$ cat config.mk
export PLATFORM = sky130hd
export DESIGN_NAME = smt_translator_pwm
export DESIGN_NICKNAME = d
export VERILOG_FILES = /design/src/rtl/smt_pkg.sv /design/src/rtl/smt_translator_pwm.sv
export SDC_FILE = /design/constraint.sdc
export NUM_CORES = 1
export LEC_CHECK = 0
export ABC_AREA = 1
export BUFFER_PORTS_ARGS = -buffer_cell sky130_fd_sc_hd__buf_2
export CORE_MARGIN = 4
export CORE_UTILIZATION = 56
export CTS_CLUSTER_DIAMETER = 60
export CTS_CLUSTER_SIZE = 16
export DETAILED_ROUTE_END_ITERATION = 8
export GPL_TIMING_DRIVEN = 1
export HOLD_SLACK_MARGIN = 0.03
export PLACE_DENSITY_LB_ADDON = 0.25
export SLEW_MARGIN = 20
export SYNTH_ARGS = -nofsm -noshare
export SYNTH_HDL_FRONTEND = slang
export SYNTH_SLANG_ARGS = --single-unit
export TNS_END_PERCENT = 50
$ cat constraint.sdc
create_clock -name clk -period 3.9 [get_ports clk]
set_input_delay 0.78 -clock clk [delete_from_list [all_inputs] [get_ports clk]]
set_output_delay 0.78 -clock clk [all_outputs]
set_load 0.01 [all_outputs]
$ cat src/rtl/smt_pkg.sv
// constants shared by the stepper translator and its bridge current loops
package smt_pkg;

  // ***************************
  // clock and pwm timing
  // ***************************
  localparam int unsigned CLK_MHZ = 100;
  localparam logic [8:0] PWM_LAST = 9'h1ff;
  localparam logic [8:0] PWM_HALF = 9'h100;
  localparam logic [8:0] PWM_TOP_POINT = 9'h180;
  localparam int unsigned DEAD_TIME_NS = 100;
  localparam int unsigned SHORT_TIME_NS = 500;
  // least times round up, longest times round down
  localparam logic [5:0] DEAD_CYC = 6'((DEAD_TIME_NS * CLK_MHZ + 999) / 1000);
  localparam logic [5:0] SHORT_CYC = 6'((SHORT_TIME_NS * CLK_MHZ) / 1000);

  // ***************************
  // translator
  // ***************************
  localparam logic [6:0] IDX_RESET = 7'h10;
  localparam logic [2:0] RES_1_32 = 3'h0;
  localparam logic [2:0] RES_1_16 = 3'h1;
  localparam logic [2:0] RES_1_8 = 3'h2;
  localparam logic [2:0] RES_1_4 = 3'h3;
  localparam logic [2:0] RES_1_2 = 3'h4;

  // ***************************
  // gate patterns {hiA, loA, hiB, loB}
  // ***************************
  localparam logic [3:0] GATE_OFF = 4'h0;
  localparam logic [3:0] GATE_POS = 4'h9;
  localparam logic [3:0] GATE_NEG = 4'h6;
  localparam logic [3:0] GATE_SLOW = 4'h5;

  typedef enum logic {PH_FWD, PH_DECAY} smt_phase_e;

  // quarter cosine, 0..32 of a 128 step circle, full scale 8'hff
  function automatic logic [7:0] smt_cos_mag(input logic [5:0] a);
    logic [7:0] m;
    m = 8'h00;
    unique case (a)
      6'h00: m = 8'hff;
      6'h01: m = 8'hff;
      6'h02: m = 8'hfe;
      6'h03: m = 8'hfc;
      6'h04: m = 8'hfa;
      6'h05: m = 8'hf7;
      6'h06: m = 8'hf4;
      6'h07: m = 8'hf0;
      6'h08: m = 8'hec;
      6'h09: m = 8'he7;
      6'h0a: m = 8'he1;
      6'h0b: m = 8'hdb;
      6'h0c: m = 8'hd4;
      6'h0d: m = 8'hcd;
      6'h0e: m = 8'hc5;
      6'h0f: m = 8'hbd;
      6'h10: m = 8'hb4;
      6'h11: m = 8'hab;
      6'h12: m = 8'ha2;
      6'h13: m = 8'h98;
      6'h14: m = 8'h8e;
      6'h15: m = 8'h83;
      6'h16: m = 8'h78;
      6'h17: m = 8'h6d;
      6'h18: m = 8'h62;
      6'h19: m = 8'h56;
      6'h1a: m = 8'h4a;
      6'h1b: m = 8'h3e;
      6'h1c: m = 8'h32;
      6'h1d: m = 8'h25;
      6'h1e: m = 8'h19;
      6'h1f: m = 8'h0c;
      default: m = 8'h00;
    endcase
    return m;
  endfunction : smt_cos_mag

endpackage : smt_pkg

$ cat src/rtl/smt_translator_pwm.sv
// step translator and two per-bridge pwm current loops
//
// Contract
// - pwm switching points fall on the free-running internal pwm counter
// - pwm period is a fixed constant, no input changes it
// - applied duty cycle measured per bridge and held in a status output
// - dead time keeps high and low switch of a half-bridge never both on
// - two-bit slope setting from control register 3 drives slope output
// - switch with overvoltage longer than transition time is turned off
// - drive enable low: bridges high impedance, pwm stops, translator still runs
// - drive enable high: regulation restarts at current translator position
// - forward plus slow decay normally, fast decay when setpoint steps lower
// - setpoint not reached by 75% of period: top regulation, duty above 50%
// - top or bottom regulation flag reported per winding
// - effective resolution is register field plus binary value of two pins; here sums above 4 saturate at 1/2
// - resolution codes 0..4 select 1/32, 1/16, 1/8, 1/4, 1/2 stepping
// - after reset: 1/32 stepping at index 16, both coils 70.7%
// - in 1/32 mode each step moves the index by one per direction
// - coarser resolution clears low bits, snapping toward rotation direction
// - finer resolution keeps the index, low bits simply zero
// - resolution changes act only at the next step pulse or command
// - index maps to signed cosine X and sine Y currents, wraps after 127
// - direction and run/hold come from pins or register bits
`timescale 1ns/10ps

// ***************************
// one h-bridge current loop
// ***************************
module smt_bridge
  import smt_pkg::*;
(
  input wire logic clk,
  input wire logic rstn,
  input wire logic enable,
  input wire logic setNeg,
  input wire logic lowerReq,
  input wire logic reached,
  input wire logic [3:0] overVolt,
  input wire logic [8:0] pwmCnt,
  output logic [3:0] gate_q,
  output logic off_q,
  output logic [7:0] duty_q,
  output logic topReg_q,
  output logic fastDecay_q,
  output logic shortFault_q
);
  smt_phase_e phase_q;
  logic [9:0] fwdCnt_q;
  logic [5:0] deadCnt_q;
  logic [5:0] shortCnt_q;
  logic [3:0] gate_d;
  logic run;
  logic periodEnd;
  assign run = enable & ~shortFault_q;
  assign periodEnd = (pwmCnt == PWM_LAST);
  // phase: forward from each period start until the comparator trips, in top regulation not before the half period
  always_ff @(posedge clk or negedge rstn) begin
    if (!rstn) begin
      phase_q <= PH_DECAY;
    end else if (!run) begin
      phase_q <= PH_DECAY;
    end else if (periodEnd) begin
      phase_q <= PH_FWD;
    end else if (phase_q == PH_FWD && reached && (!topReg_q || pwmCnt > PWM_HALF)) begin
      phase_q <= PH_DECAY;
    end
  end
  // top regulation entered when forward still runs at 75% of the period
  always_ff @(posedge clk or negedge rstn) begin
    if (!rstn) begin
      topReg_q <= 1'b0;
    end else if (phase_q == PH_FWD && pwmCnt == PWM_TOP_POINT && run) begin
      topReg_q <= 1'b1;
    end else if (phase_q == PH_FWD && reached && pwmCnt < PWM_HALF) begin
      topReg_q <= 1'b0;
    end
  end
  // fast decay armed by a lower setpoint, kept for the rest of the period
  always_ff @(posedge clk or negedge rstn) begin
    if (!rstn) begin
      fastDecay_q <= 1'b0;
    end else if (lowerReq) begin
      fastDecay_q <= 1'b1;
    end else if (periodEnd) begin
      fastDecay_q <= 1'b0;
    end
  end
  // duty measured as forward cycles per period, latched at period end
  always_ff @(posedge clk or negedge rstn) begin
    if (!rstn) begin
      fwdCnt_q <= 10'h000;
      duty_q <= 8'h00;
    end else if (periodEnd) begin
      fwdCnt_q <= 10'h000;
      duty_q <= fwdCnt_q[9] ? 8'hff : fwdCnt_q[8:1];
    end else if (phase_q == PH_FWD && run) begin
      fwdCnt_q <= fwdCnt_q + 10'h001;
    end
  end
  always_comb begin
    gate_d = GATE_OFF;
    if (run) begin
      if (phase_q == PH_FWD) begin
        gate_d = setNeg ? GATE_NEG : GATE_POS;
      end else if (fastDecay_q) begin
        gate_d = setNeg ? GATE_POS : GATE_NEG;
      end else begin
        gate_d = GATE_SLOW;
      end
    end
  end
  // switches turn off at once, turn on only after the dead time
  always_ff @(posedge clk or negedge rstn) begin
    if (!rstn) begin
      gate_q <= GATE_OFF;
      deadCnt_q <= 6'h00;
    end else if (!run) begin
      gate_q <= GATE_OFF;
      deadCnt_q <= DEAD_CYC;
    end else if (gate_q != gate_d) begin
      if ((gate_q & ~gate_d) != 4'h0) begin
        gate_q <= gate_q & gate_d;
        deadCnt_q <= DEAD_CYC;
      end else if (deadCnt_q == 6'h00) begin
        gate_q <= gate_d;
      end else begin
        deadCnt_q <= deadCnt_q - 6'h01;
      end
    end else if (deadCnt_q != 6'h00) begin
      deadCnt_q <= deadCnt_q - 6'h01;
    end
  end
  // short guard; fault holds until the drive enable is dropped
  always_ff @(posedge clk or negedge rstn) begin
    if (!rstn) begin
      shortCnt_q <= 6'h00;
      shortFault_q <= 1'b0;
    end else begin
      if ((gate_q & overVolt) != 4'h0) begin
        shortCnt_q <= (shortCnt_q == SHORT_CYC) ? shortCnt_q : shortCnt_q + 6'h01;
      end else begin
        shortCnt_q <= 6'h00;
      end
      if (shortCnt_q == SHORT_CYC) begin
        shortFault_q <= 1'b1;
      end else if (!enable) begin
        shortFault_q <= 1'b0;
      end
    end
  end
  always_ff @(posedge clk or negedge rstn) begin
    if (!rstn) begin
      off_q <= 1'b1;
    end else begin
      off_q <= ~run;
    end
  end
endmodule : smt_bridge

// ***************************
// translator top
// ***************************
module smt_translator_pwm
  import smt_pkg::*;
(
  input wire logic clk,
  input wire logic rstn,
  input wire logic stepPulseIn,
  input wire logic stepAdvanceCmd,
  input wire logic rotationSensePin,
  input wire logic rotationSenseBit,
  input wire logic ctrlFromBits,
  input wire logic runHoldIn,
  input wire logic runHoldBit,
  input wire logic resPinLo,
  input wire logic resPinHi,
  input wire logic [2:0] stepResField,
  input wire logic motorDriveOn,
  input wire logic [1:0] slopeSetBits,
  input wire logic currentReachedX,
  input wire logic currentReachedY,
  input wire logic [3:0] switchOverVoltX,
  input wire logic [3:0] switchOverVoltY,
  output logic [6:0] translatorIndex_q,
  output logic [2:0] effRes_q,
  output logic [7:0] coilMagX_q,
  output logic coilNegX_q,
  output logic [7:0] coilMagY_q,
  output logic coilNegY_q,
  output logic [1:0] slopeCtrl_q,
  output logic [3:0] gateX_q,
  output logic [3:0] gateY_q,
  output logic bridgeOffX_q,
  output logic bridgeOffY_q,
  output logic [7:0] dutyX_q,
  output logic [7:0] dutyY_q,
  output logic topRegX_q,
  output logic topRegY_q,
  output logic fastDecayX_q,
  output logic fastDecayY_q,
  output logic shortX_q,
  output logic shortY_q
);
  // ***************************
  // pin synchronisers
  // ***************************
  logic [14:0] pinMeta_q;
  logic [14:0] pinSync_q;
  logic stepPrev_q;
  logic [8:0] pwmCnt_q;

  always_ff @(posedge clk or negedge rstn) begin
    if (!rstn) begin
      pinMeta_q <= 15'h0000;
      pinSync_q <= 15'h0000;
      stepPrev_q <= 1'b0;
    end else begin
      pinMeta_q <= {switchOverVoltY, switchOverVoltX, currentReachedY, currentReachedX,
                    resPinHi, resPinLo, runHoldIn, rotationSensePin, stepPulseIn};
      pinSync_q <= pinMeta_q;
      stepPrev_q <= pinSync_q[0];
    end
  end
  // free-running period counter; nothing outside can retune it
  always_ff @(posedge clk or negedge rstn) begin
    if (!rstn) begin
      pwmCnt_q <= 9'h000;
    end else begin
      pwmCnt_q <= pwmCnt_q + 9'h001;
    end
  end
  always_ff @(posedge clk or negedge rstn) begin
    if (!rstn) begin
      slopeCtrl_q <= 2'h0;
    end else begin
      slopeCtrl_q <= slopeSetBits;
    end
  end
  // ***************************
  // translator
  // ***************************
  logic running;
  logic dirUp;
  logic stepEvent;
  logic [3:0] resSum;
  logic [2:0] res_d;
  logic [6:0] stepSize;
  logic [6:0] lowMask;
  logic [6:0] base;
  logic [6:0] idx_d;
  assign running = ctrlFromBits ? runHoldBit : pinSync_q[2];
  assign dirUp = ctrlFromBits ? rotationSenseBit : pinSync_q[1];
  assign stepEvent = running & ((pinSync_q[0] & ~stepPrev_q) | stepAdvanceCmd);
  // full-step codes above 1/2 are out of scope, so sums saturate there
  assign resSum = {1'b0, stepResField} + {2'b00, pinSync_q[4], pinSync_q[3]};
  assign res_d = (resSum > {1'b0, RES_1_2}) ? RES_1_2 : resSum[2:0];
  assign stepSize = 7'h01 << res_d;
  assign lowMask = stepSize - 7'h01;
  assign base = translatorIndex_q & ~lowMask;
  always_comb begin
    idx_d = translatorIndex_q;
    if ((translatorIndex_q & lowMask) != 7'h00) begin
      idx_d = dirUp ? base + stepSize : base;
    end else begin
      idx_d = dirUp ? translatorIndex_q + stepSize : translatorIndex_q - stepSize;
    end
  end
  // index only moves on a step, so resolution changes alone never shift it
  always_ff @(posedge clk or negedge rstn) begin
    if (!rstn) begin
      translatorIndex_q <= IDX_RESET;
      effRes_q <= RES_1_32;
    end else begin
      effRes_q <= res_d;
      if (stepEvent) begin
        translatorIndex_q <= idx_d;
      end
    end
  end
  // ***************************
  // index to coil currents
  // ***************************
  logic [1:0] quad;
  logic [5:0] fine;
  logic [5:0] fineRev;
  logic [7:0] magX_d;
  logic [7:0] magY_d;
  logic negX_d;
  logic negY_d;
  assign quad = translatorIndex_q[6:5];
  assign fine = {1'b0, translatorIndex_q[4:0]};
  assign fineRev = 6'h20 - fine;
  assign magX_d = smt_cos_mag(quad[0] ? fineRev : fine);
  assign magY_d = smt_cos_mag(quad[0] ? fine : fineRev);
  assign negX_d = quad[0] ^ quad[1];
  assign negY_d = quad[1];
  always_ff @(posedge clk or negedge rstn) begin
    if (!rstn) begin
      coilMagX_q <= 8'hb4;
      coilMagY_q <= 8'hb4;
      coilNegX_q <= 1'b0;
      coilNegY_q <= 1'b0;
    end else begin
      coilMagX_q <= magX_d;
      coilMagY_q <= magY_d;
      coilNegX_q <= negX_d;
      coilNegY_q <= negY_d;
    end
  end
  // ***************************
  // bridges
  // ***************************
  smt_bridge uBridgeX (
    .clk(clk), .rstn(rstn), .enable(motorDriveOn), .setNeg(coilNegX_q),
    .lowerReq(magX_d < coilMagX_q),
    .reached(pinSync_q[5]), .overVolt(pinSync_q[10:7]), .pwmCnt(pwmCnt_q),
    .gate_q(gateX_q), .off_q(bridgeOffX_q), .duty_q(dutyX_q), .topReg_q(topRegX_q),
    .fastDecay_q(fastDecayX_q), .shortFault_q(shortX_q)
  );
  smt_bridge uBridgeY (
    .clk(clk), .rstn(rstn), .enable(motorDriveOn), .setNeg(coilNegY_q),
    .lowerReq(magY_d < coilMagY_q),
    .reached(pinSync_q[6]), .overVolt(pinSync_q[14:11]), .pwmCnt(pwmCnt_q),
    .gate_q(gateY_q), .off_q(bridgeOffY_q), .duty_q(dutyY_q), .topReg_q(topRegY_q),
    .fastDecay_q(fastDecayY_q), .shortFault_q(shortY_q)
  );
endmodule : smt_translator_pwm

After elaboration in Yosys (flattened, before gate mapping) --
Memory sizes are Yosys's and may differ from the RTL's. Cells that the tools add are included.
Word-level totals: bits of input ports 27, memory bits (writable) 0, bits in latches 0, bits in read-only memories 512, memories 2, register bits after elaboration 148
Memories:
- (name not given) | depth 32, width 8, read ports 1, clocked after Yosys merged registers in 0, wr ports 0, line smt_pkg.sv:41 | unique case (a)
- (name not given) | depth 32, width 8, read ports 1, clocked after Yosys merged registers in 0, wr ports 0, line smt_pkg.sv:41
Cells by class: add/subtract/negate cells 13, divide/modulo/power cells 0, bitwise operators 24, multiplexer cells 64, reductions and logical operators 35, equality and inequality tests 20, shifts and indexed selects 1, magnitude comparators 5, multipliers 0
Operator list (count):
- $mux 6 | 16
- $mux 4 | 18
- $mux 10 | 4
- $mux 8 | 4
- $and 4x4->4 | 6
- $mux 7 | 3
- $add 10x1->10 const B | 2
- $eq 9x9->1 const B | 2
- $mux 1 | 18
- $ne 3x3->1 const B | 6
- $lt 8x8->1 | 2
- $reduce_bool 4->1 | 4
- $add 7x7->7 | 2
- $and 7x7->7 | 2
- $add 6x1->6 const B | 2
- $eq 6x6->1 const B | 2
- $logic_and 1x1->1 | 12
- $logic_not 6->1 | 2
- $reduce_bool 2->1 | 6
- $reduce_bool 6->1 | 2
- $sub 6x1->6 const B | 2
- $add 9x1->9 const B | 1
- $gt 9x9->1 const B | 1
- $lt 9x9->1 const B | 1
- 21 further kinds | 42

Depth between registers and ports, before layout --
depth after elaboration 10, mapped depth 23, mapped depth without buffers 23

By module --
Synthesis repeated with hierarchy kept, for this count alone.
Unflattened totals: cells, all modules 1080, area, all modules 8679.6 sq um
Modules (own cells, without submodules):
- smt_translator_pwm | cells each 520, area an instance 4240.3 sq um, sequential area each 1762.9 sq um, times used 1
- smt_bridge (uBridgeY) | cells each 284, area an instance 2250.9 sq um, sequential area each 978.4 sq um, times used 1
- smt_bridge (uBridgeX) | cells each 276, area an instance 2188.3 sq um, sequential area each 978.4 sq um, times used 1

Worst setup path after synthesis --
No wires, ideal clock.
path kind input to register, start point input port stepResField[0], end point register translatorIndex_q[6], setup time 0.123 ns, setup slack -0.055 ns, stages 21, arrival 3.832 ns, cells stage by stage ha_1 > inv_1 > fa_1 > xnor2_1 > nor2_4 > inv_1 > nor2_1 > nand2_1 > ha_1 > inv_1 > xor2_4 > o21ai_0 > ha_1 > a31oi_1 > or2_2 > nand2_1 > nand2_1 > nand2_1 > nand2_1 > a31oi_1 > a21oi_1
On the way: longest elaborated chain between the ends 10, elaborated cells between the ends (all ways) 15, those cells by class add/sub: 5; order compare: 1; shift: 1; mux: 4; bitwise: 3; reduce/logical: 1
RTL lines:
- from (decl) | line smt_translator_pwm.sv:177 | input wire logic [2:0] stepResField,
- $add 3x2->4 (*) | line smt_translator_pwm.sv:255 | assign resSum = {1'b0, stepResField} + {2'b00, pinSync_q[4], pinSync_q[3]};
- $gt 4x3->1 | line smt_translator_pwm.sv:256 | assign res_d = (resSum > {1'b0, RES_1_2}) ? RES_1_2 : resSum[2:0];
- $mux 3 (*) | line smt_translator_pwm.sv:256
- net res_d[2] | line smt_translator_pwm.sv:246 | logic [2:0] res_d;
- $shl 1x3->7 (*) | line smt_translator_pwm.sv:257 | assign stepSize = 7'h01 << res_d;
- $sub 7x1->7 | line smt_translator_pwm.sv:258 | assign lowMask = stepSize - 7'h01;
- $not 7->7 | line smt_translator_pwm.sv:259 | assign base = translatorIndex_q & ~lowMask;
- $and 7x7->7 | line smt_translator_pwm.sv:259
- $add 7x7->7 | line smt_translator_pwm.sv:263 | idx_d = dirUp ? base + stepSize : base;
- $mux 7 | line smt_translator_pwm.sv:263
- $mux 7 (*) | line smt_translator_pwm.sv:262 | if ((translatorIndex_q & lowMask) != 7'h00) begin
- to (signal assigned) | line smt_translator_pwm.sv:276 | translatorIndex_q <= idx_d;
- to (decl) | line smt_translator_pwm.sv:184 | output logic [6:0] translatorIndex_q,
Mark *: on every way through the listed nets, which the timed path passes. The rest lies on a longest branch. A chain may end at the register's enable or synchronous reset.

Final worst setup path --
Ends and elaborated chain as after synthesis.

==> impl_metrics.ini <==
[synthesis]
yosys_warnings = 0
syn_area_per_cell_um2 = 8.42
ys_seq_elements = 148
yosys-top-cells-count = 199 x nand2_1, 141 x inv_1, 135 x dfrtp_1
yosysMostFrequentCell = nand2_1
synth_nets = 1088
synth_top_flop_cell = dfrtp_1
synth_top_area_cell = dfrtp_1
synth_area_leaders = dfrtp_1 41%, ha_1 10%, nand2_1 9.0%
ys_seq_area_frac = 0.446
yosysTopAreaCellShare = 0.405
synth-edff-count = 0
netlist_instances = 990
synthDistinctLibCells = 58
async_flop_share = 1.00
synth.cell_area_um2 = 8340

[floorplan]
row_count = 44
die_h_um = 130
design.core.area_um2 = 14500
fp.dieArea_um2 = 16900
io_pins = 89
initial_core_util = 0.574
die_x_um = 130

[status]
status = finished, final reports clean

[power]
power.density_nw_per_um2 = 789
peakVddDrop_mv = 0.425
p_leak_nw = 5.13

[clock_tree]
post-cts-setup-buffers = 0
insertion_delay_ns = 0.42
h-tree-depth = 4
numCtsBuffers = 17
cts_resized = 0
cts_tree = built
clockBufferDepth = 2
cts_sinks = 148
clk_pin_slew_ns = 0.06
cts_hold_buf = 0
cts-root-buf = clkbuf_16

[sta]
post-route-period-util = 0.891
fin_ws_ns = 0.425
rsz0062_at_grt = false
tightest_slew_ns = 0.710
hold_ws_ns = 0.347
setup-tns-final_ns = 0
min_period_ns = 3.47
maxSlewHeadroom = 0.527
fmax_ghz = 0.288
finalHoldViolations = 0
finalMaxSlewViolations = 0
clock_skew_ns = 0.0100
setup_violations = 0

[detailed_routing]
wire_per_inst_um = 13.3
vias = 6813
totalWireLength_mm = 17.3
remaining_drc_errors = 0
drtIter0Drc = 346
first_pass_iters = 5
via_per_inst = 5.25
drtAntennaViolNets = 0

[place]
io_buffers = 88
pre_cts_ws_ns = -0.0326
gp_congestion = 0.934
dp_hpwl_mm = 12.7

[worst_setup_path]
cp_max_fo = 4
required_ns = 4.21
crit_path_start_kind = input pin
critPathArrivalTime_ns = 3.78
crit_path_end_kind = register
critPathKind = input pin to register

[global_routing]
grt_max_degree = 78
grt_usage = 0.218
grt_pass1_vias = 6639
grt_pass1_wl_mm = 29.9
antenna_found_initial = 0
grt_overflow = 0

[finish]
diodes = 0
nFillCells = 1234
syn2layout_area_growth_pct = 16.9
drive_above_1_share = 0.164
nets = 1199

[worst_hold_path]
hp-class = register to register

[job]
drv_cap = 0
## kinds of logic (layout without fill, tap and decap cells)
kind of cell / count (synthesis) / in the layout / share of synthesized area
muxes: 1 / 1 / 0.00135
adders and majority gates: 71 / 71 / 0.109
AOI/OAI and AO/OA: 180 / 180 / 0.126
and+or+nand+nor: 406 / 406 / 0.214
buffers and inverters: 162 / 286 / 0.0768
DFF: 148 / 148 / 0.446
xor gates and xnor gates: 22 / 22 / 0.0263
## layout make-up
type | instances | area, µm² | area share
clock inverter | 12 | 226 | 0.0232
timing repair buffer | 106 | 594 | 0.0610
inverter | 148 | 561 | 0.0575
tap | 184 | 230 | 0.0236
multi-input combinational | 680 | 3980 | 0.408
sequential | 148 | 3720 | 0.382
clock buffer | 20 | 437 | 0.0448
## worst max-delay path, cell delays in order
cell,delay [ns]
buf_2,0.08
ha_1,0.15
inv_1,0.05
fa_1,0.37
xnor2_1,0.17
nor2_4,0.11
inv_1,0.06
nor2_1,0.12
nand2_1,0.09
ha_1,0.24
inv_2,0.10
xor2_4,0.18
o21ai_0,0.10
ha_1,0.35
a31oi_1,0.12
or2_2,0.29
nand2_1,0.06
nand2_1,0.06
nand2_1,0.06
nand2_1,0.05
a31oi_1,0.12
a21oi_1,0.08
## per-stage QoR
| step | total power, mW | util | cell area (µm²) | std cells |
|---|---|---|---|---|
| 6_report | 7.69 | 0.671 | 9750 | 1298 |
| 5_1_grt | 8.45 | 0.671 | 9750 | 1298 |
| 4_1_cts | 7.76 | 0.671 | 9750 | 1298 |
| 3_5_place_dp | 5.85 | 0.625 | 9080 | 1266 |
| 3_3_place_gp | 5.76 | 0.625 | 9080 | 1266 |
| 2_1_floorplan | 4.90 | - | 8340 | 990 |
## path summary, 6_finish.rpt
kind                       cells past startpoint                endpoint             from  slack, ns
setup / recovery                              22    translatorIndex_q[6]  stepResField[0]       0.43
hold / removal                                 0           pinSync_q[11]    pinMeta_q[11]       0.35
setup reg to reg                              21    translatorIndex_q[6]     pinSync_q[3]       0.54
hold reg to reg                                0           pinSync_q[11]    pinMeta_q[11]       0.35
max in group asynchronous                      2  uBridgeY.shortCnt_q[3]             rstn       2.77
min in group asynchronous                      1      uBridgeY.gate_q[2]             rstn       0.37
## cell usage in the layout (no fill, tap or decap), types with 5 or more instances in the layout
cell type / count
ha_1: 68
inv_2: 5
nor2_1: 102
a311oi_1: 5
nand3_1: 46
inv_1: 140
dfstp_2: 13
dfrtp_1: 135
and3_1: 5
bufinv_16: 6
o21ai_0: 63
buf_4: 17
nand4_1: 6
o211ai_1: 6
nor3_1: 21
xnor2_1: 5
a211oi_1: 7
nand2_1: 199
a31oi_1: 6
xor2_1: 15
a21oi_1: 66
buf_2: 87
clkbuf_16: 17
## power breakdown
group	total [mW]	internal [mW]	switching, mW
Clock	1.84	1.21	0.637
Sequential	2.07	1.83	0.247
Combinational	3.77	1.38	2.38
## registers in the layout, indices dropped and copies added, names as in the netlist, 2 cells and up
register	count
pinMeta_q	15
pinSync_q	15
uBridgeX.fwdCnt_q	10
uBridgeY.fwdCnt_q	10
pwmCnt_q	9
coilMagX_q	8
coilMagY_q	8
uBridgeX.duty_q	8
uBridgeY.duty_q	8
translatorIndex_q	7
uBridgeX.deadCnt_q	6
uBridgeX.shortCnt_q	6
uBridgeY.deadCnt_q	6
uBridgeY.shortCnt_q	6
uBridgeX.gate_q	4
uBridgeY.gate_q	4
effRes_q	3
slopeCtrl_q	2
## metal layers
metal	GRT usage	up-vias	wire [µm]
li1	-	3454	-
met1	0.279	3211	7860
met2	0.365	126	8490
met3	0.0508	22	748
met4	0.0752	0	222
met5	0	-	0
Note: power is estimated with default switching activity, not from simulation.
